### src/verilog/tsmh_pkg.sv
package tsmh_pkg;

  // ==========================================================
  // Register map
  localparam logic [7:0] TSMH_MINUTES_OFS = 8'h16;
  localparam logic [7:0] TSMH_HOURS_OFS = 8'h17;
  localparam logic [7:0] TSMH_MINUTES_RST = 8'h00;
  localparam logic [7:0] TSMH_HOURS_RST = 8'h00;
  localparam logic [7:0] TSMH_RDATA_RST = 8'h00;
  localparam logic [7:0] TSMH_UNMAPPED_VAL = 8'h00;

  // ==========================================================
  // Field layouts
  localparam logic [7:0] TSMH_MINUTES_MASK = 8'h7f;
  localparam logic [7:0] TSMH_HOURS_MASK = 8'h3f;
  localparam int TSMH_MERIDIAN_BIT = 5;

  // ==========================================================
  // Types
  typedef struct packed {
    logic [7:0] minutes;
    logic [7:0] hours;
  } tsmh_time_s;

  typedef enum logic [1:0] {
    TSMH_ARMED = 2'b01,
    TSMH_HELD = 2'b10
  } tsmh_state_e;

endpackage : tsmh_pkg

### src/verilog/tsmh_stamp_regs.sv
`timescale 1ns/1ps
module tsmh_stamp_regs (
  // Clock, reset, enable
  input wire logic clk_in,
  input wire logic rst_n_in,
  input wire logic ce_in,
  // Live counters and format
  input wire tsmh_pkg::tsmh_time_s live_in,
  input wire logic hour_12_in,
  // Stamp control
  input wire logic stamp_enable_in,
  input wire logic stamp_overwrite_select_in,
  input wire logic stamp_clear_in,
  input wire logic event_in,
  // Host register port
  input wire logic [7:0] reg_addr_in,
  input wire logic reg_rd_in,
  input wire logic reg_wr_in,
  input wire logic [7:0] reg_wdata_in,
  output logic [7:0] reg_rdata_out,
  output logic reg_rvalid_out,
  // Stamp values
  output logic [7:0] minutes_stamp_out,
  output logic [7:0] hours_stamp_out
);

  // ==========================================================
  // Event qualification
  tsmh_pkg::tsmh_state_e state;
  tsmh_pkg::tsmh_state_e next_state;
  logic qualify;
  tsmh_pkg::tsmh_time_s stamp;

  // First-event mode captures only while armed
  assign qualify = event_in && stamp_enable_in &&
                   (stamp_overwrite_select_in || (state == tsmh_pkg::TSMH_ARMED));

  always_comb begin
    next_state = state;
    case (state)
      tsmh_pkg::TSMH_ARMED: begin
        if (qualify) begin
          next_state = tsmh_pkg::TSMH_HELD;
        end
      end
      tsmh_pkg::TSMH_HELD: begin
        // Qualifying overwrite-mode event in the clear cycle wins
        if (stamp_clear_in && !qualify) begin
          next_state = tsmh_pkg::TSMH_ARMED;
        end
      end
      default: begin
        next_state = tsmh_pkg::TSMH_ARMED;
      end
    endcase
  end

  always_ff @(posedge clk_in or negedge rst_n_in) begin
    if (!rst_n_in) begin
      state <= tsmh_pkg::TSMH_ARMED;
    end else if (ce_in) begin
      state <= next_state;
    end
  end

  // ==========================================================
  // Stamp storage
  tsmh_capture u_capture (
    .clk_in(clk_in),
    .rst_n_in(rst_n_in),
    .ce_in(ce_in),
    .capture_in(qualify),
    .clear_in(stamp_clear_in),
    .live_in(live_in),
    .stamp_out(stamp)
  );

  assign minutes_stamp_out = stamp.minutes;
  assign hours_stamp_out = stamp.hours;

  // ==========================================================
  // Read port; writes are ignored
  logic [7:0] rdata;
  logic [7:0] next_rdata;
  logic rvalid;
  logic next_rvalid;

  always_comb begin
    next_rdata = rdata;
    next_rvalid = reg_rd_in;
    if (reg_rd_in) begin
      case (reg_addr_in)
        tsmh_pkg::TSMH_MINUTES_OFS: next_rdata = stamp.minutes;
        tsmh_pkg::TSMH_HOURS_OFS: next_rdata = stamp.hours;
        default: next_rdata = tsmh_pkg::TSMH_UNMAPPED_VAL;
      endcase
    end
  end

  always_ff @(posedge clk_in or negedge rst_n_in) begin
    if (!rst_n_in) begin
      rdata <= tsmh_pkg::TSMH_RDATA_RST;
      rvalid <= 1'b0;
    end else if (ce_in) begin
      rdata <= next_rdata;
      rvalid <= next_rvalid;
    end
  end

  assign reg_rdata_out = rdata;
  assign reg_rvalid_out = rvalid;
endmodule : tsmh_stamp_regs

### src/verilog/tsmh_capture.sv
`timescale 1ns/1ps
module tsmh_capture (
  // Clock, reset and enable
  input wire logic clk_in,
  input wire logic rst_n_in,
  input wire logic ce_in,
  // Control
  input wire logic capture_in,
  input wire logic clear_in,
  input wire tsmh_pkg::tsmh_time_s live_in,
  // Stamps
  output tsmh_pkg::tsmh_time_s stamp_out
);

  // ==========================================================
  // Stamp registers
  tsmh_pkg::tsmh_time_s stamp;
  tsmh_pkg::tsmh_time_s next_stamp;

  always_comb begin
    next_stamp = stamp;
    if (capture_in) begin
      // Both fields in one cycle, masked to their defined bits
      next_stamp.minutes = live_in.minutes & tsmh_pkg::TSMH_MINUTES_MASK;
      next_stamp.hours = live_in.hours & tsmh_pkg::TSMH_HOURS_MASK;
    end else if (clear_in) begin
      next_stamp.minutes = tsmh_pkg::TSMH_MINUTES_RST;
      next_stamp.hours = tsmh_pkg::TSMH_HOURS_RST;
    end
  end

  always_ff @(posedge clk_in or negedge rst_n_in) begin
    if (!rst_n_in) begin
      stamp.minutes <= tsmh_pkg::TSMH_MINUTES_RST;
      stamp.hours <= tsmh_pkg::TSMH_HOURS_RST;
    end else if (ce_in) begin
      stamp <= next_stamp;
    end
  end

  assign stamp_out = stamp;

endmodule : tsmh_capture

### config.mk
export PLATFORM = sky130hd
export DESIGN_NAME = tsmh_stamp_regs
export DESIGN_NICKNAME = d
export VERILOG_FILES = /design/src/verilog/tsmh_pkg.sv /design/src/verilog/tsmh_stamp_regs.sv /design/src/verilog/tsmh_capture.sv
export SDC_FILE = /design/constraint.sdc
export NUM_CORES = 1
export LEC_CHECK = 0
export ABC_AREA = 1
export BUFFER_PORTS_ARGS = -buffer_cell sky130_fd_sc_hd__buf_2
export CAP_MARGIN = 20
export CORE_MARGIN = 3
export CORE_UTILIZATION = 40
export DETAILED_ROUTE_END_ITERATION = 16
export GPL_ROUTABILITY_DRIVEN = 0
export PLACE_DENSITY = 0.79
export SYNTH_ARGS = -nofsm -noshare
export SYNTH_HDL_FRONTEND = slang
export SYNTH_SLANG_ARGS = --single-unit
### constraint.sdc
create_clock -name clk_in -period 1.6 [get_ports clk_in]
set_input_delay 0.08 -clock clk_in [delete_from_list [all_inputs] [get_ports clk_in]]
set_output_delay 0.08 -clock clk_in [all_outputs]
set_load 0.005 [all_outputs]
==> impl_metrics.toml, run 1 <==
[outcome]
status = "completed"

[clocking]
clockBufferDepth = 2
clk_latency_ns = 0.30
clkTransAtPathRegs_ns = 0.11
cts.sinks = 23
htreeDepth = 1
root_buffer = "clkbuf_4"
cts_buffers = 3
cts_tree = "built"

[finish]
fillers = 242
fin_cells = 239
synthToLayoutAreaGrowth_pct = 34.75
nets = 252
drive_above_1_share_pct = 28.71
multiInputGateArea_um2 = 440.4
antenna_cells = 0
regArea_um2 = 576.8

[logic_synthesis]
ys_types = 16
synth_seq_area_share_pct = 50.38
syn_inst = 147
synth_area_leaders = "dfrtp_1, nand2_1, inv_1"
netlist.top_cell.by_area = "dfrtp_1"
synth.avg_cell_area_um2 = 7.788
yosysTopAreaCellShare_pct = 48.09
ys_ff_latch = 23
syn-cell-area_um2 = 1145
yosys_warnings = 0

[route]
drt_iter0_drc = 17
drcViolationCount = 0
drtAntennaViolNets = 0
viasPerCell = 4.548
avgRoutedWirePerCell_um = 10.69
vias = 1087
wirelength_um = 2556
first_pass_iters = 5

[floorplanning]
initial_core_util_pct = 44.20
die_height_um = 59.50
coreArea_um2 = 2590
rows = 18
dieArea_um2 = 3540
ios = 67
die_w_um = 59.50

[place]
dp.cells = 222
place_hpwl_um = 1994
port_buffers = 49

[worst_setup_path]
required_ns = 1.79
crit_arrival_ns = 1.51
path_class = "register to register"
cp-end-kind = "register"
cp_max_fo = 13
critPathLaunchType = "register"

[worst_hold_path]
holdCritPathClass = "input pin to register"

[pwr]
power.leakage_nw = 0.8897
powerDensity_nw_per_um2 = 826.0
ir_drop_uv = 952.5

[timing]
fmax_mhz = 754.2
fin_crit_sh_pct = 82.87
finalHoldViolCount = 0
setup_tns_ns = 0
fin_skew_ns = 0.004570
min_period_ns = 1.326
rsz0062_at_grt = "no"
report.final.slew_viol_count = 0
setup_violations = 0

[run]
drv_cap = 0

[global_route]
antenna_found_initial = 0
grt_pass1_vias = 1001
grt_pass1_wl_um = 4188
grt_usage_pct = 15.62
grt_max_degree = 24
grt-ovfl-total = 0
[routing by layer]
layer | part of all wire [%] | GRT usage [%] | up-vias
li1 | - | - | 567
met1 | 41 | 18.92 | 481
met2 | 51 | 28.08 | 39
met3 | 7.8 | 5.229 | 0
met4 | 0 | 0.9494 | 0
met5 | 0 | 0 | -
[per-stage QoR]
step	setup slack (ns)	instance area, um^2	hold slack, ns	power, mW	utilization (%)
after global routing	0.1456	1543	0.04736	1.370	59.57
after global placement	0.1378	1379	0.06281	0.9959	53.24
after CTS	0.1144	1535	0.009000	1.285	59.28
final	0.2741	1543	0.01107	1.274	59.57
after floorplan	0.3825	1156	-0.2156	0.8896	-
after detailed placement	0.1337	1379	0.07144	1.006	53.24
[critical path, stage by stage (launching register included)]
cell	delay [ns]
dfstp_2	0.57
nand2_2	0.07
nand2_1	0.07
nand2_2	0.09
a21oi_4	0.28
o21ai_0	0.13
[what timing repair did]
item / in CTS / in global routing
hold buffers: 13 / 0
setup endpoints to repair: 0 / 2
resized for setup: 0 / 1
hold endpoints to repair: 34 / 0
buffers inserted: 0 / 0
[synth_stat cells]
| master | n |
|---|---|
| conb_1 | 1 |
| dfstp_2 | 1 |
| nand2_1 | 54 |
| nor2_1 | 3 |
| buf_6 | 2 |
| a21oi_2 | 1 |
| nor2_4 | 2 |
| or2_4 | 1 |
| buf_4 | 5 |
| dfrtp_1 | 22 |
| nand3_1 | 14 |
| a21oi_1 | 1 |
| inv_1 | 23 |
| o21ai_0 | 13 |
| o21ai_1 | 1 |
| nand2_2 | 3 |
[final timing paths]
check	startpoint	endpoint	slack, ns	cells after the start
worst max-delay path	state[0]	u_capture.stamp_out[0]	0.27	5
worst min-delay path	live_in[11]	u_capture.stamp_out[11]	0.01	3
worst max register to register	state[0]	u_capture.stamp_out[0]	0.27	5
worst min register to register	reg_rvalid_out	reg_rvalid_out	0.48	2
max in group asynchronous	rst_n_in	state[0]	0.98	2
min in group asynchronous	rst_n_in	u_capture.stamp_out[0]	0.26	2
[registers in the layout, indices dropped and copies added (netlist names)]
register and count:
reg_rdata_out 7, reg_rvalid_out 1, state 2, u_capture.stamp_out 13
[logic make-up (layout without fill, tap and decap cells)]
family,after synthesis,count (layout),synth area share (%)
other,1,4,0.3276
buffers and inverters,30,89,12.79
AND/OR/NAND/NOR,77,77,29.18
flip-flops,23,23,50.38
AO/OA/AOI/OAI,16,16,7.321
[area by class of cell]
type	count	share of cell area [%]
Inverter	23	5.596
Sequential cell	23	37.39
Timing Repair Buffer	62	24.33
Multi-Input combinational cell	97	28.55
Tap cell	30	2.433
Clock buffer	4	1.703
[where the power goes]
group          internal (mW)  switching, mW  total [mW]
clock network         0.0972          0.156       0.254
logic                  0.137          0.164       0.302
registers              0.662         0.0574       0.719
total                  0.896          0.378        1.27
[cell usage in the layout, fill, tap and decap left out]
cell,netlist,layout
nand2_1,54,54
conb_1,1,4
nor2_4,2,2
o21ai_0,13,13
a21oi_4,0,1
o21ai_1,1,1
inv_1,23,23
clkbuf_4,0,3
or2_4,1,1
dfstp_2,1,1
dfrtp_1,22,22
nand3_1,14,14
nor2_1,3,3
clkbuf_1,0,1
a21oi_1,1,1
nand2_2,3,3
buf_2,0,49
dlygate4sd3_1,0,13
No activity file was read; power rests on OpenSTA's default activity.
==> run 2: changes to the inputs <==
--- a/config.mk
+++ b/config.mk
@@ -9,7 +9,7 @@
 export BUFFER_PORTS_ARGS = -buffer_cell sky130_fd_sc_hd__buf_2
 export CAP_MARGIN = 20
 export CORE_MARGIN = 3
-export CORE_UTILIZATION = 40
+export CORE_UTILIZATION = 38
 export DETAILED_ROUTE_END_ITERATION = 16
 export GPL_ROUTABILITY_DRIVEN = 0
 export PLACE_DENSITY = 0.79
==> constraint.sdc (replaced) <==
create_clock -name clk_in -period 1.1 [get_ports clk_in]
set_input_delay 0.055 -clock clk_in [delete_from_list [all_inputs] [get_ports clk_in]]
set_output_delay 0.055 -clock clk_in [all_outputs]
set_load 0.005 [all_outputs]
==> run 2 against run 1 <==
Compared with the run above:
- the flow now finishes with violations (negative setup slack)
- setup slack got worse by 0.47 ns
- global-route usage increased by 2.4 points
- critical path depth increased by 1
- die area increased by 4.7%
- non-clock buffer count increased by 10
- sequential power increased by 46%
- cell area increased by 9.7%
- maximum frequency increased by 2.4%
- clock power increased by 60%
- critical path type unchanged
==> impl_metrics.toml, run 2 (same netlist as run 1, synthesis figures left out) <==
[clocking]
clk_latency_ns = 0.33
cts_buffers = 3
clkTransAtPathRegs_ns = 0.13
root_buffer = "clkbuf_4"
htreeDepth = 1
cts_tree = "built"
clockBufferDepth = 2
cts.sinks = 23

[floorplanning]
dieArea_um2 = 3708
coreArea_um2 = 2805
ios = 67
die_height_um = 60.89
rows = 19
die_w_um = 60.89
initial_core_util_pct = 40.81

[worst_hold_path]
whs_path_depth = 3
worstHoldEndpoint = "reg_rvalid_out"
holdCritPathClass = "input pin to register"
min_from = "reg_rd_in"

[route]
vias = 1164
first_pass_iters = 4
viasPerCell = 4.656
avgRoutedWirePerCell_um = 11.94
wirelength_um = 2984
drcViolationCount = 0
drtAntennaViolNets = 0
drt_iter0_drc = 38

[worst_setup_path]
path_class = "register to register"
cp-end-kind = "register"
reg2reg_to = "u_capture.stamp_out[0]"
cp_common_cell = "nand2_2"
cp_max_fo = 7
reg2regPathDepth = 6
r2r_slack_ns = -0.19
r2r_start = "state[0]"
cp.buffers_inverters = 1
crit_family = "flip-flops"
required_ns = 1.33
crit_chain = "nand2_2 -> nand2_2 -> nand2_4 -> a21oi_4 -> buf_6 -> o21ai_1"
crit_arrival_ns = 1.52
cp_slowest_cell = "dfstp_2"
max_stage_delay_ns = 0.57
critPathLaunchType = "register"

[finish]
fillers = 271
synthToLayoutAreaGrowth_pct = 47.76
final_cell_mix = "nand2_1, buf_2, inv_1, dfrtp_1"
drive_above_1_share_pct = 36.99
final_common_cell = "nand2_1"
regArea_um2 = 576.8
final_util_pct = 60.30
nets = 262
design_area_um2 = 1692
largest_reg_flops = 13
multiInputGateArea_um2 = 483.0
antenna_cells = 0

[global_route]
grt_pass1_wl_um = 4974
grt-ovfl-total = 0
grt_max_degree = 24
grt_usage_pct = 17.97
grt_pass1_vias = 1161
antenna_found_initial = 0

[place]
place_area_um2 = 1423
place_hpwl_um = 2018
port_buffers = 49
dp_slack_ns = -0.1822

[timing]
finalHoldViolCount = 0
whs_ns = 0.05749
fin_crit_sh_pct = 117.7
max_slew_margin_pct = 66.20
report.final.slew_viol_count = 0
finalWorstSetupSlack_ns = -0.1944
setup_violations = 15
fin_skew_ns = 0.01237
fmax_mhz = 772.6
tightest_slew_ns = 0.5071
rsz0062_at_grt = "yes"
min_period_ns = 1.294

[run]
drv_cap = 0

[outcome]
failed_checks = "negative setup slack"
status = "finished with violations"

[pwr]
ir_drop_uv = 1029
powerDensity_nw_per_um2 = 1265
power.leakage_nw = 0.9607
run 2: changes by cell type in the layout (fill, tap and decap cells not counted), sizes merged:
cell,change
buf,+9
dlygate4sd3,+1
clkinvlp,+1
clkbuf,-1
run 2: stage by stage:
stage / TNS, ns / total power [mW] / cells
final: -2.736 / 2.140 / 250
after global routing: -3.288 / 2.268 / 250
after CTS: -1.940 / 2.075 / 249
after detailed placement: -2.166 / 1.517 / 227
after global placement: -1.530 / 1.495 / 227
after floorplan: -1.195 / 1.294 / 150
run 2: what timing repair did:
| action | in CTS | in global routing |
|---|---|---|
| endpoints found under the setup margin | 15 | 15 |
| hold buffers | 14 | 0 |
| setup buffers | 3 | 1 |
| pin swaps | 1 | 5 |
| cloned | 1 | 0 |
| endpoints found under the hold margin | 35 | 0 |
| gates resized for setup | 17 | 14 |
run 2: worst max-delay path by stage:
stage	depth (start not counted)	slack [ns]	from	end
floorplan	6	-0.12	state[0]	u_capture.stamp_out[0]
global placement	6	-0.12	state[0]	u_capture.stamp_out[0]
detailed placement	6	-0.18	state[0]	u_capture.stamp_out[14]
CTS	6	-0.16	state[0]	u_capture.stamp_out[0]
global route	6	-0.24	state[0]	u_capture.stamp_out[9]
finish	6	-0.19	state[0]	u_capture.stamp_out[0]
run 2: area by class of cell:
cell class              count  share of cell area (%)
multi-input cells          97                   28.55
clock inverters             1                  0.4438
clock buffers               3                   1.331
flip-flops and latches     23                   34.10
inverters                  23                   5.104
well taps                  31                   2.293
repair buffers             72                   28.18
run 2: tightest hold or removal path, cell delays in order:
cell,delay [ns]
buf_2,0.08
nand2_2,0.12
nand2_1,0.09
run 2: layer usage:
| metal | up-vias | routed length, um | global-route usage [%] |
|---|---|---|---|
| li1 | 585 | - | - |
| met4 | 0 | 34 | 3.715 |
| met5 | - | 0 | 0 |
| met3 | 4 | 158 | 5.106 |
| met2 | 33 | 1582 | 34.50 |
| met1 | 542 | 1209 | 19.39 |
run 2: where the power goes:
part	switching, mW	total (mW)	internal (mW)
Clock	0.267	0.407	0.139
Combinational	0.344	0.688	0.344
Sequential	0.0842	1.05	0.962
